**src/common/dfc_pkg.sv**
```systemverilog
// Purpose: Shared constants and types for the dynamic floor control register 1 block
// Assumes: Register access arrives as a simple write/read strobe pair from the serial front end
// Notes:   Offsets are the byte addresses of the device register map
`default_nettype none
package dfc_pkg;

    // ==========================================================
    // Register map
    localparam logic [7:0] ADDR_OP_REMOTE1 = 8'h33;
    localparam logic [7:0] ADDR_OP_LOCAL   = 8'h34;
    localparam logic [7:0] ADDR_OP_REMOTE2 = 8'h35;
    localparam logic [7:0] ADDR_CTRL1      = 8'h36;
    localparam logic [7:0] ADDR_CTRL2      = 8'h37;

    // ==========================================================
    // Reset values
    localparam logic [7:0] CTRL1_RESET = 8'h00;
    localparam logic [7:0] CTRL2_RESET = 8'h00;
    localparam logic [7:0] OP_RESET    = 8'h64;

    // ==========================================================
    // Field positions
    localparam int BIT_CYCLE_MSB   = 0;
    localparam int BIT_CORE_LOW    = 1;
    localparam int BIT_CAP_REMOTE1 = 2;
    localparam int BIT_CAP_LOCAL   = 3;
    localparam int BIT_CAP_REMOTE2 = 4;
    localparam int CTRL2_CYC_LSB   = 0;
    localparam int CTRL2_CYC_W     = 2;

    // ==========================================================
    // Types
    typedef struct packed {
        logic       write;
        logic       read;
        logic [7:0] addr;
        logic [7:0] wdata;
    } dfc_bus_t;

    typedef struct packed {
        logic [7:0] remote1;
        logic [7:0] local_t;
        logic [7:0] remote2;
    } dfc_temps_t;

    typedef struct packed {
        logic [7:0] ctrl1;
        logic [7:0] ctrl2;
        logic [7:0] op_remote1;
        logic [7:0] op_local;
        logic [7:0] op_remote2;
        logic [7:0] rdata;
        logic       rvalid;
    } dfc_state_t;

endpackage : dfc_pkg

`default_nettype wire

```
**src/rtl/dfc_reg1.sv**
```systemverilog
// Purpose: Dynamic floor control register 1 with guard and event capture logic
// Assumes: Bus strobes and sensor inputs are synchronous to clk_i
// Notes:   Locked registers silently drop writes
// Function
// - Bit 0 is the top bit of the remote-2 cycle code; control 2 holds the low two bits.
// - The three-bit cycle code sets the monitoring cycles between fan-start temperature steps.
// - With the guard set on standby, a low core voltage sets status 1 bit 1 and raises alert.
// - While the guard holds, processor-hot monitoring and dynamic floor control are off.
// - While the guard holds, shutdown is blocked.
// - Suspended functions return once core voltage is back above its low limit.
// - Remote-1 capture bit set and event pin asserted copies remote-1 temperature.
// - Remote-1 capture bit clear ignores the event pin and keeps the programmed value.
// - Local capture bit set and event pin asserted copies local temperature.
// - Local capture bit clear ignores the event pin and keeps the programmed value.
// - Remote-2 capture bit set and event pin asserted copies remote-2 temperature.
// - Remote-2 capture bit clear ignores the event pin and keeps the programmed value.
// - Once the lock bit is set, writes to these registers are rejected.
`timescale 1ns/100ps
`default_nettype none

module dfc_reg1 (
    input  wire logic                clk_i,
    input  wire logic                rst_i,
    input  wire dfc_pkg::dfc_bus_t   bus_i,
    output logic [7:0]               rdata_o,
    output logic                     rvalid_o,
    input  wire logic                lock_i,
    input  wire logic                standby_i,
    input  wire logic                core_below_i,
    input  wire logic                thermal_event_pin_n_i,
    input  wire dfc_pkg::dfc_temps_t temps_i,
    input  wire logic                processor_hot_input_i,
    input  wire logic                shutdown_req_i,
    output logic [2:0]               remote2_cycle_code_o,
    output logic                     core_low_status_o,
    output logic                     alert_req_o,
    output logic                     processor_hot_mon_o,
    output logic                     dyn_floor_allow_o,
    output logic                     shutdown_o,
    output logic [7:0]               op_remote1_o,
    output logic [7:0]               op_local_o,
    output logic [7:0]               op_remote2_o
);

    dfc_pkg::dfc_state_t st;
    dfc_pkg::dfc_state_t next_st;
    logic                guard;
    logic                event_on;
    logic                wr_ok;

    // ==========================================================
    // Guard condition
    assign guard    = st.ctrl1[dfc_pkg::BIT_CORE_LOW] & standby_i & core_below_i;
    assign event_on = ~thermal_event_pin_n_i;
    assign wr_ok    = bus_i.write & ~lock_i;

    // ==========================================================
    // Next state
    always_comb begin
        next_st        = st;
        next_st.rvalid = bus_i.read;
        if (wr_ok) begin
            case (bus_i.addr)
                dfc_pkg::ADDR_CTRL1:      next_st.ctrl1      = bus_i.wdata;
                dfc_pkg::ADDR_CTRL2:      next_st.ctrl2      = bus_i.wdata;
                dfc_pkg::ADDR_OP_REMOTE1: next_st.op_remote1 = bus_i.wdata;
                dfc_pkg::ADDR_OP_LOCAL:   next_st.op_local   = bus_i.wdata;
                dfc_pkg::ADDR_OP_REMOTE2: next_st.op_remote2 = bus_i.wdata;
                default: begin
                end
            endcase
        end
        // Capture wins over a same-cycle write
        if (event_on && st.ctrl1[dfc_pkg::BIT_CAP_REMOTE1]) begin
            next_st.op_remote1 = temps_i.remote1;
        end
        if (event_on && st.ctrl1[dfc_pkg::BIT_CAP_LOCAL]) begin
            next_st.op_local = temps_i.local_t;
        end
        if (event_on && st.ctrl1[dfc_pkg::BIT_CAP_REMOTE2]) begin
            next_st.op_remote2 = temps_i.remote2;
        end
        case (bus_i.addr)
            dfc_pkg::ADDR_CTRL1:      next_st.rdata = st.ctrl1;
            dfc_pkg::ADDR_CTRL2:      next_st.rdata = st.ctrl2;
            dfc_pkg::ADDR_OP_REMOTE1: next_st.rdata = st.op_remote1;
            dfc_pkg::ADDR_OP_LOCAL:   next_st.rdata = st.op_local;
            dfc_pkg::ADDR_OP_REMOTE2: next_st.rdata = st.op_remote2;
            default:                  next_st.rdata = '0;
        endcase
    end

    always_ff @(posedge clk_i or posedge rst_i) begin
        if (rst_i) begin
            st <= '{ctrl1: dfc_pkg::CTRL1_RESET, ctrl2: dfc_pkg::CTRL2_RESET,
                    op_remote1: dfc_pkg::OP_RESET, op_local: dfc_pkg::OP_RESET,
                    op_remote2: dfc_pkg::OP_RESET, rdata: '0, rvalid: 1'b0};
        end else begin
            st <= next_st;
        end
    end

    // ==========================================================
    // Outputs
    assign rdata_o              = st.rdata;
    assign rvalid_o             = st.rvalid;
    // Top code bit from here, low bits from control 2
    assign remote2_cycle_code_o = {
        st.ctrl1[dfc_pkg::BIT_CYCLE_MSB],
        st.ctrl2[dfc_pkg::CTRL2_CYC_LSB +: dfc_pkg::CTRL2_CYC_W]
    };
    assign core_low_status_o    = guard;
    assign alert_req_o          = guard;
    assign processor_hot_mon_o  = processor_hot_input_i & ~guard;
    assign dyn_floor_allow_o    = ~guard;
    assign shutdown_o           = shutdown_req_i & ~guard;
    assign op_remote1_o         = st.op_remote1;
    assign op_local_o           = st.op_local;
    assign op_remote2_o         = st.op_remote2;

    // ==========================================================
    // Checks: register access
    lock_blocks_a: assert property (@(posedge clk_i) disable iff (rst_i)
        (lock_i && bus_i.write && bus_i.addr == dfc_pkg::ADDR_CTRL1)
        |=> $stable(st.ctrl1))
        else $error("locked write changed control 1");

    lock_ctrl2_a: assert property (@(posedge clk_i) disable iff (rst_i)
        (lock_i && bus_i.write && bus_i.addr == dfc_pkg::ADDR_CTRL2)
        |=> $stable(st.ctrl2))
        else $error("locked write changed control 2");

    lock_op_a: assert property (@(posedge clk_i) disable iff (rst_i)
        (lock_i && bus_i.write && !event_on)
        |=> $stable(op_remote1_o) && $stable(op_local_o) && $stable(op_remote2_o))
        else $error("locked write changed an operating point");

    rd_answer_a: assert property (@(posedge clk_i) disable iff (rst_i)
        bus_i.read
        |=> rvalid_o)
        else $error("read not answered");

    rd_idle_a: assert property (@(posedge clk_i) disable iff (rst_i)
        !bus_i.read
        |=> !rvalid_o)
        else $error("read valid without a read");

    // ==========================================================
    // Checks: cycle code
    cycle_msb_a: assert property (@(posedge clk_i) disable iff (rst_i)
        (wr_ok && bus_i.addr == dfc_pkg::ADDR_CTRL1)
        |=> remote2_cycle_code_o[dfc_pkg::CTRL2_CYC_W]
            == $past(bus_i.wdata[dfc_pkg::BIT_CYCLE_MSB]))
        else $error("cycle msb not taken");

    cycle_lsb_a: assert property (@(posedge clk_i) disable iff (rst_i)
        (wr_ok && bus_i.addr == dfc_pkg::ADDR_CTRL2)
        |=> remote2_cycle_code_o[dfc_pkg::CTRL2_CYC_W-1:0]
            == $past(bus_i.wdata[dfc_pkg::CTRL2_CYC_LSB +: dfc_pkg::CTRL2_CYC_W]))
        else $error("cycle low bits not taken");

    // ==========================================================
    // Checks: event capture
    cap_r1_a: assert property (@(posedge clk_i) disable iff (rst_i)
        (event_on && st.ctrl1[dfc_pkg::BIT_CAP_REMOTE1])
        |=> op_remote1_o == $past(temps_i.remote1))
        else $error("remote1 capture missed");

    keep_r1_a: assert property (@(posedge clk_i) disable iff (rst_i)
        (!st.ctrl1[dfc_pkg::BIT_CAP_REMOTE1] && !wr_ok)
        |=> $stable(op_remote1_o))
        else $error("remote1 changed without capture");

    cap_loc_a: assert property (@(posedge clk_i) disable iff (rst_i)
        (event_on && st.ctrl1[dfc_pkg::BIT_CAP_LOCAL])
        |=> op_local_o == $past(temps_i.local_t))
        else $error("local capture missed");

    keep_loc_a: assert property (@(posedge clk_i) disable iff (rst_i)
        (!st.ctrl1[dfc_pkg::BIT_CAP_LOCAL] && !wr_ok)
        |=> $stable(op_local_o))
        else $error("local changed without capture");

    cap_r2_a: assert property (@(posedge clk_i) disable iff (rst_i)
        (event_on && st.ctrl1[dfc_pkg::BIT_CAP_REMOTE2])
        |=> op_remote2_o == $past(temps_i.remote2))
        else $error("remote2 capture missed");

    keep_r2_a: assert property (@(posedge clk_i) disable iff (rst_i)
        (!st.ctrl1[dfc_pkg::BIT_CAP_REMOTE2] && !wr_ok)
        |=> $stable(op_remote2_o))
        else $error("remote2 changed without capture");

    // ==========================================================
    // Checks: core-low guard
    guard_status_a: assert property (@(posedge clk_i) disable iff (rst_i)
        (st.ctrl1[dfc_pkg::BIT_CORE_LOW] && standby_i && core_below_i)
        |-> core_low_status_o && alert_req_o)
        else $error("guard status not raised");

    guard_bit_a: assert property (@(posedge clk_i) disable iff (rst_i)
        !st.ctrl1[dfc_pkg::BIT_CORE_LOW]
        |-> !core_low_status_o && !alert_req_o)
        else $error("guard raised with guard bit clear");

    guard_standby_a: assert property (@(posedge clk_i) disable iff (rst_i)
        !standby_i
        |-> !core_low_status_o && !alert_req_o)
        else $error("guard raised off standby");

    guard_supp_a: assert property (@(posedge clk_i) disable iff (rst_i)
        core_low_status_o
        |-> !processor_hot_mon_o && !dyn_floor_allow_o)
        else $error("guard did not suspend");

    guard_noshut_a: assert property (@(posedge clk_i) disable iff (rst_i)
        core_low_status_o
        |-> !shutdown_o)
        else $error("shutdown during guard");

    guard_restore_a: assert property (@(posedge clk_i) disable iff (rst_i)
        !core_below_i
        |-> dyn_floor_allow_o && shutdown_o == shutdown_req_i
            && processor_hot_mon_o == processor_hot_input_i)
        else $error("functions not restored");

endmodule : dfc_reg1

`default_nettype wire

```
**config.mk**
```make
export PLATFORM = sky130hd
export DESIGN_NAME = dfc_reg1
export DESIGN_NICKNAME = d
export VERILOG_FILES = /design/src/common/dfc_pkg.sv /design/src/rtl/dfc_reg1.sv
export SDC_FILE = /design/constraint.sdc
export NUM_CORES = 1
export LEC_CHECK = 0
export BUFFER_PORTS_ARGS = -buffer_cell sky130_fd_sc_hd__buf_2
export CAP_MARGIN = 20
export CORE_MARGIN = 3
export CORE_UTILIZATION = 55
export CTS_CLUSTER_SIZE = 25
export DETAILED_ROUTE_END_ITERATION = 6
export PLACE_DENSITY = 0.86
export RECOVER_POWER = 50
export SYNTH_ARGS = -nofsm -noshare
export SYNTH_HDL_FRONTEND = slang
export SYNTH_SLANG_ARGS = --single-unit
export TNS_END_PERCENT = 30
```
**constraint.sdc**
```tcl
create_clock -name clk_i -period 3.7 [get_ports clk_i]
set_input_delay 0.555 -clock clk_i [delete_from_list [all_inputs] [get_ports clk_i]]
set_output_delay 0.555 -clock clk_i [all_outputs]
set_load 0.01 [all_outputs]
```
==> qor.yml <==
vias: 1996
grt_start_max_net_pins: 50
placedCellCount: 348
failed_checks: "capacitance limit, slew limit"
core_um2: 4786
cts_setup_buffers: 0
final.setup_skew_ns: 0.006292
wl_met2_um: 3211
finalSetupTns_ns: 0
critPathKind: "input port to flop"
synth_area_um2: 2745
io_pins: 91
yosysWarnings: 0
place.gp.congestion: 0.8702
drc: 0
antenna_left: 0
cts.repair.resized: 0
ys_seq_area_frac: 0.4508
p_per_area_nw_per_um2: 413.0
synthCells: 235
htree_levels: 2
final_cells: 357
clk_latency_ns: 0.30
async_flop_share: 1.000
drv_cap: 1
crit_arrival_ns: 2.94
port_buffers: 90
wirelength_um: 6636
ys_ff_latch: 49
yosysTopAreaCellShare: 0.3646
routed-wl-met3_um: 411
initialDrtViolationCount: 196
numClockSinks: 49
die_w_um: 76.65
die_area_um2: 5875
via_per_inst: 5.591
area_growth_pct: 10.98
wl_per_cell_um: 18.59
p_leak_uw: 0.001509
hold_ws_ns: 0.3217
syn_area_per_cell_um2: 11.68
finalWorstSetupSlack_ns: 0.9997
diodes: 0
cts_hold_buf: 0
final.period_utilization: 0.7298
m1WireLength_um: 2884
path_clk_slew_ns: 0.09
num_rows: 25
cpMaxStageDelayCell: "nor3b_2"
hold_viol_final: 0
max_slew.worst_pin.slew_ns: 1.696
cp_max_fo: 20
required_ns: 3.94
fin_nets: 339
min_period_ns: 2.700
numCtsBuffers: 5
drive_above_1_share: 0.4586
place_ws_ns: 1.083
synthTopCellsByArea: "dfrtp_1 36%, mux2_2 11%, buf_4 10%"
nFillCells: 421
antenna_found_initial: 0
hpwl_um: 4710
yosysTopAreaCell: "dfrtp_1"
synth-main-ff-cell: "dfrtp_1"
ir_worst_vdd_v: 0.0002379
grt_use_total: 0.2294
synth_fp_nets: 285
cts_tree: "yes"
outcome: "finished, violations left"
hold_class: "input port to async pin"
clockBufferDepth: 2
start_util: 0.5736
grt_pass1_vias: 1975
end_kind: "flop"
finalMaxSlewViolations: 33
rsz0062_at_grt: "false"
ys_types: 32
die_h_um: 76.65
worstPathCellList: "clkbuf_1 -> nor2b_1 -> nor3b_2 -> a221o_1"
clockRootBuffer: "clkbuf_8"
fmax_mhz: 370.3
max_slew_margin: -0.1309
firstDrtPassIters: 4
topRoutingLayerUsed: "met4"
gr-total-overflow: 0
synth_edf_count: 0
crit_path_max_incr_delay_ns: 0.77
startpoint_type: "input port"
setup_viol: 0
grt_pass1_wl_um: 10420
## registers in the layout, indices dropped and copies added (netlist names)
signal	flops
rdata_o	8
op_remote1_o	8
op_local_o	8
rvalid_o	1
st	13
remote2_cycle_code_o	3
op_remote2_o	8
## cells in the final DEF (no fill, tap or decap), drive strengths merged
| master | netlist | layout |
|---|---|---|
| buf | 44 | 73 |
| dfrtp | 40 | 40 |
| mux2 | 36 | 36 |
| clkbuf | 2 | 27 |
| and2 | 18 | 18 |
| a221o | 16 | 16 |
| nand2 | 11 | 11 |
| a21oi | 10 | 10 |
| dfstp | 9 | 9 |
| nor2 | 7 | 7 |
| nor2b | 7 | 7 |
| a22o | 6 | 6 |
| mux2i | 6 | 6 |
| o22ai | 6 | 6 |
| nand3 | 4 | 4 |
| nand4 | 2 | 2 |
| nor3b | 2 | 2 |
| a311oi | 2 | 2 |
| inv | 2 | 2 |
| nor3 | 1 | 1 |
| and4bb | 1 | 1 |
| and4 | 1 | 1 |
| or4b | 1 | 1 |
| nand2b | 1 | 1 |
| clkinv | 0 | 1 |
## stage by stage
step | power, µW | area (µm²) | util
2_1_floorplan | 874.7 | 2745 | -
3_3_place_gp | 919.8 | 2965 | 0.6196
3_5_place_dp | 929.0 | 2965 | 0.6196
4_1_cts | 1265 | 3067 | 0.6408
5_1_grt | 1311 | 3047 | 0.6366
6_report | 1258 | 3047 | 0.6366
## synth_stat cells, types with 2 or more instances
cell type   n
mux2_4      8
a311oi_1    2
dfstp_2     9
a21oi_1    10
nand3_1     3
inv_1       2
buf_1       3
mux2_2     28
buf_6       2
nand2_1    11
buf_4      37
o22ai_1     6
a22o_1      6
dfrtp_1    40
nor2b_1     5
buf_2       2
a221o_1    16
mux2i_1     6
clkbuf_1    2
nor3b_2     2
nor2_1      6
and2_1     18
nand4_1     2
## path summary, 6_finish.rpt
path	depth (start not counted)	endpoint	slack [ns]	startpoint
max	4	op_remote1_o[1]	1.0	bus_i[9]
max in group asynchronous	3	st[45]	1.38	rst_i
min	2	rdata_o[7]	0.32	rst_i
min in group clk_i	1	rvalid_o	0.35	bus_i[16]
max reg2reg	3	op_remote1_o[1]	1.59	st[43]
min reg2reg	1	st[38]	0.51	st[38]
## cell type report
cell class                      instances  area (µm²)  area share
Inverter                                2       7.507    0.002464
Sequential cell                        49        1237      0.4062
Tap cell                               67       83.83     0.02752
Clock inverter                          1       5.005    0.001643
Timing Repair Buffer                   93       445.4      0.1462
Multi-Input combinational cell        138        1171      0.3844
Clock buffer                            7       96.34     0.03162
## cells by family (layout without fill, tap and decap cells)
family / after synthesis / in the layout / share of synthesized area
mux: 42 / 42 / 0.1805
simple gates: 56 / 56 / 0.1304
flops: 49 / 49 / 0.4508
compound gates: 40 / 40 / 0.1158
buf+inv: 48 / 103 / 0.1226
## metal layers
metal,global-route usage,up-vias
met5,0,-
met4,0.07428,0
met3,0.04460,15
met2,0.3822,80
met1,0.3026,973
li1,-,928
## critical path, delay by kind of cell
kind                   cells  cell delay (ns)
buffers and inverters      1             0.71
and+or+nand+nor            2             1.41
AOI/OAI and AO/OA          1             0.27
## power by group
part	total [µW]	internal [µW]	switching, µW
sequential	657	605	52.6
combinational	258	138	120
clock	343	169	174
total	1260	912	347
Note: power is estimated with default switching activity, not from simulation.
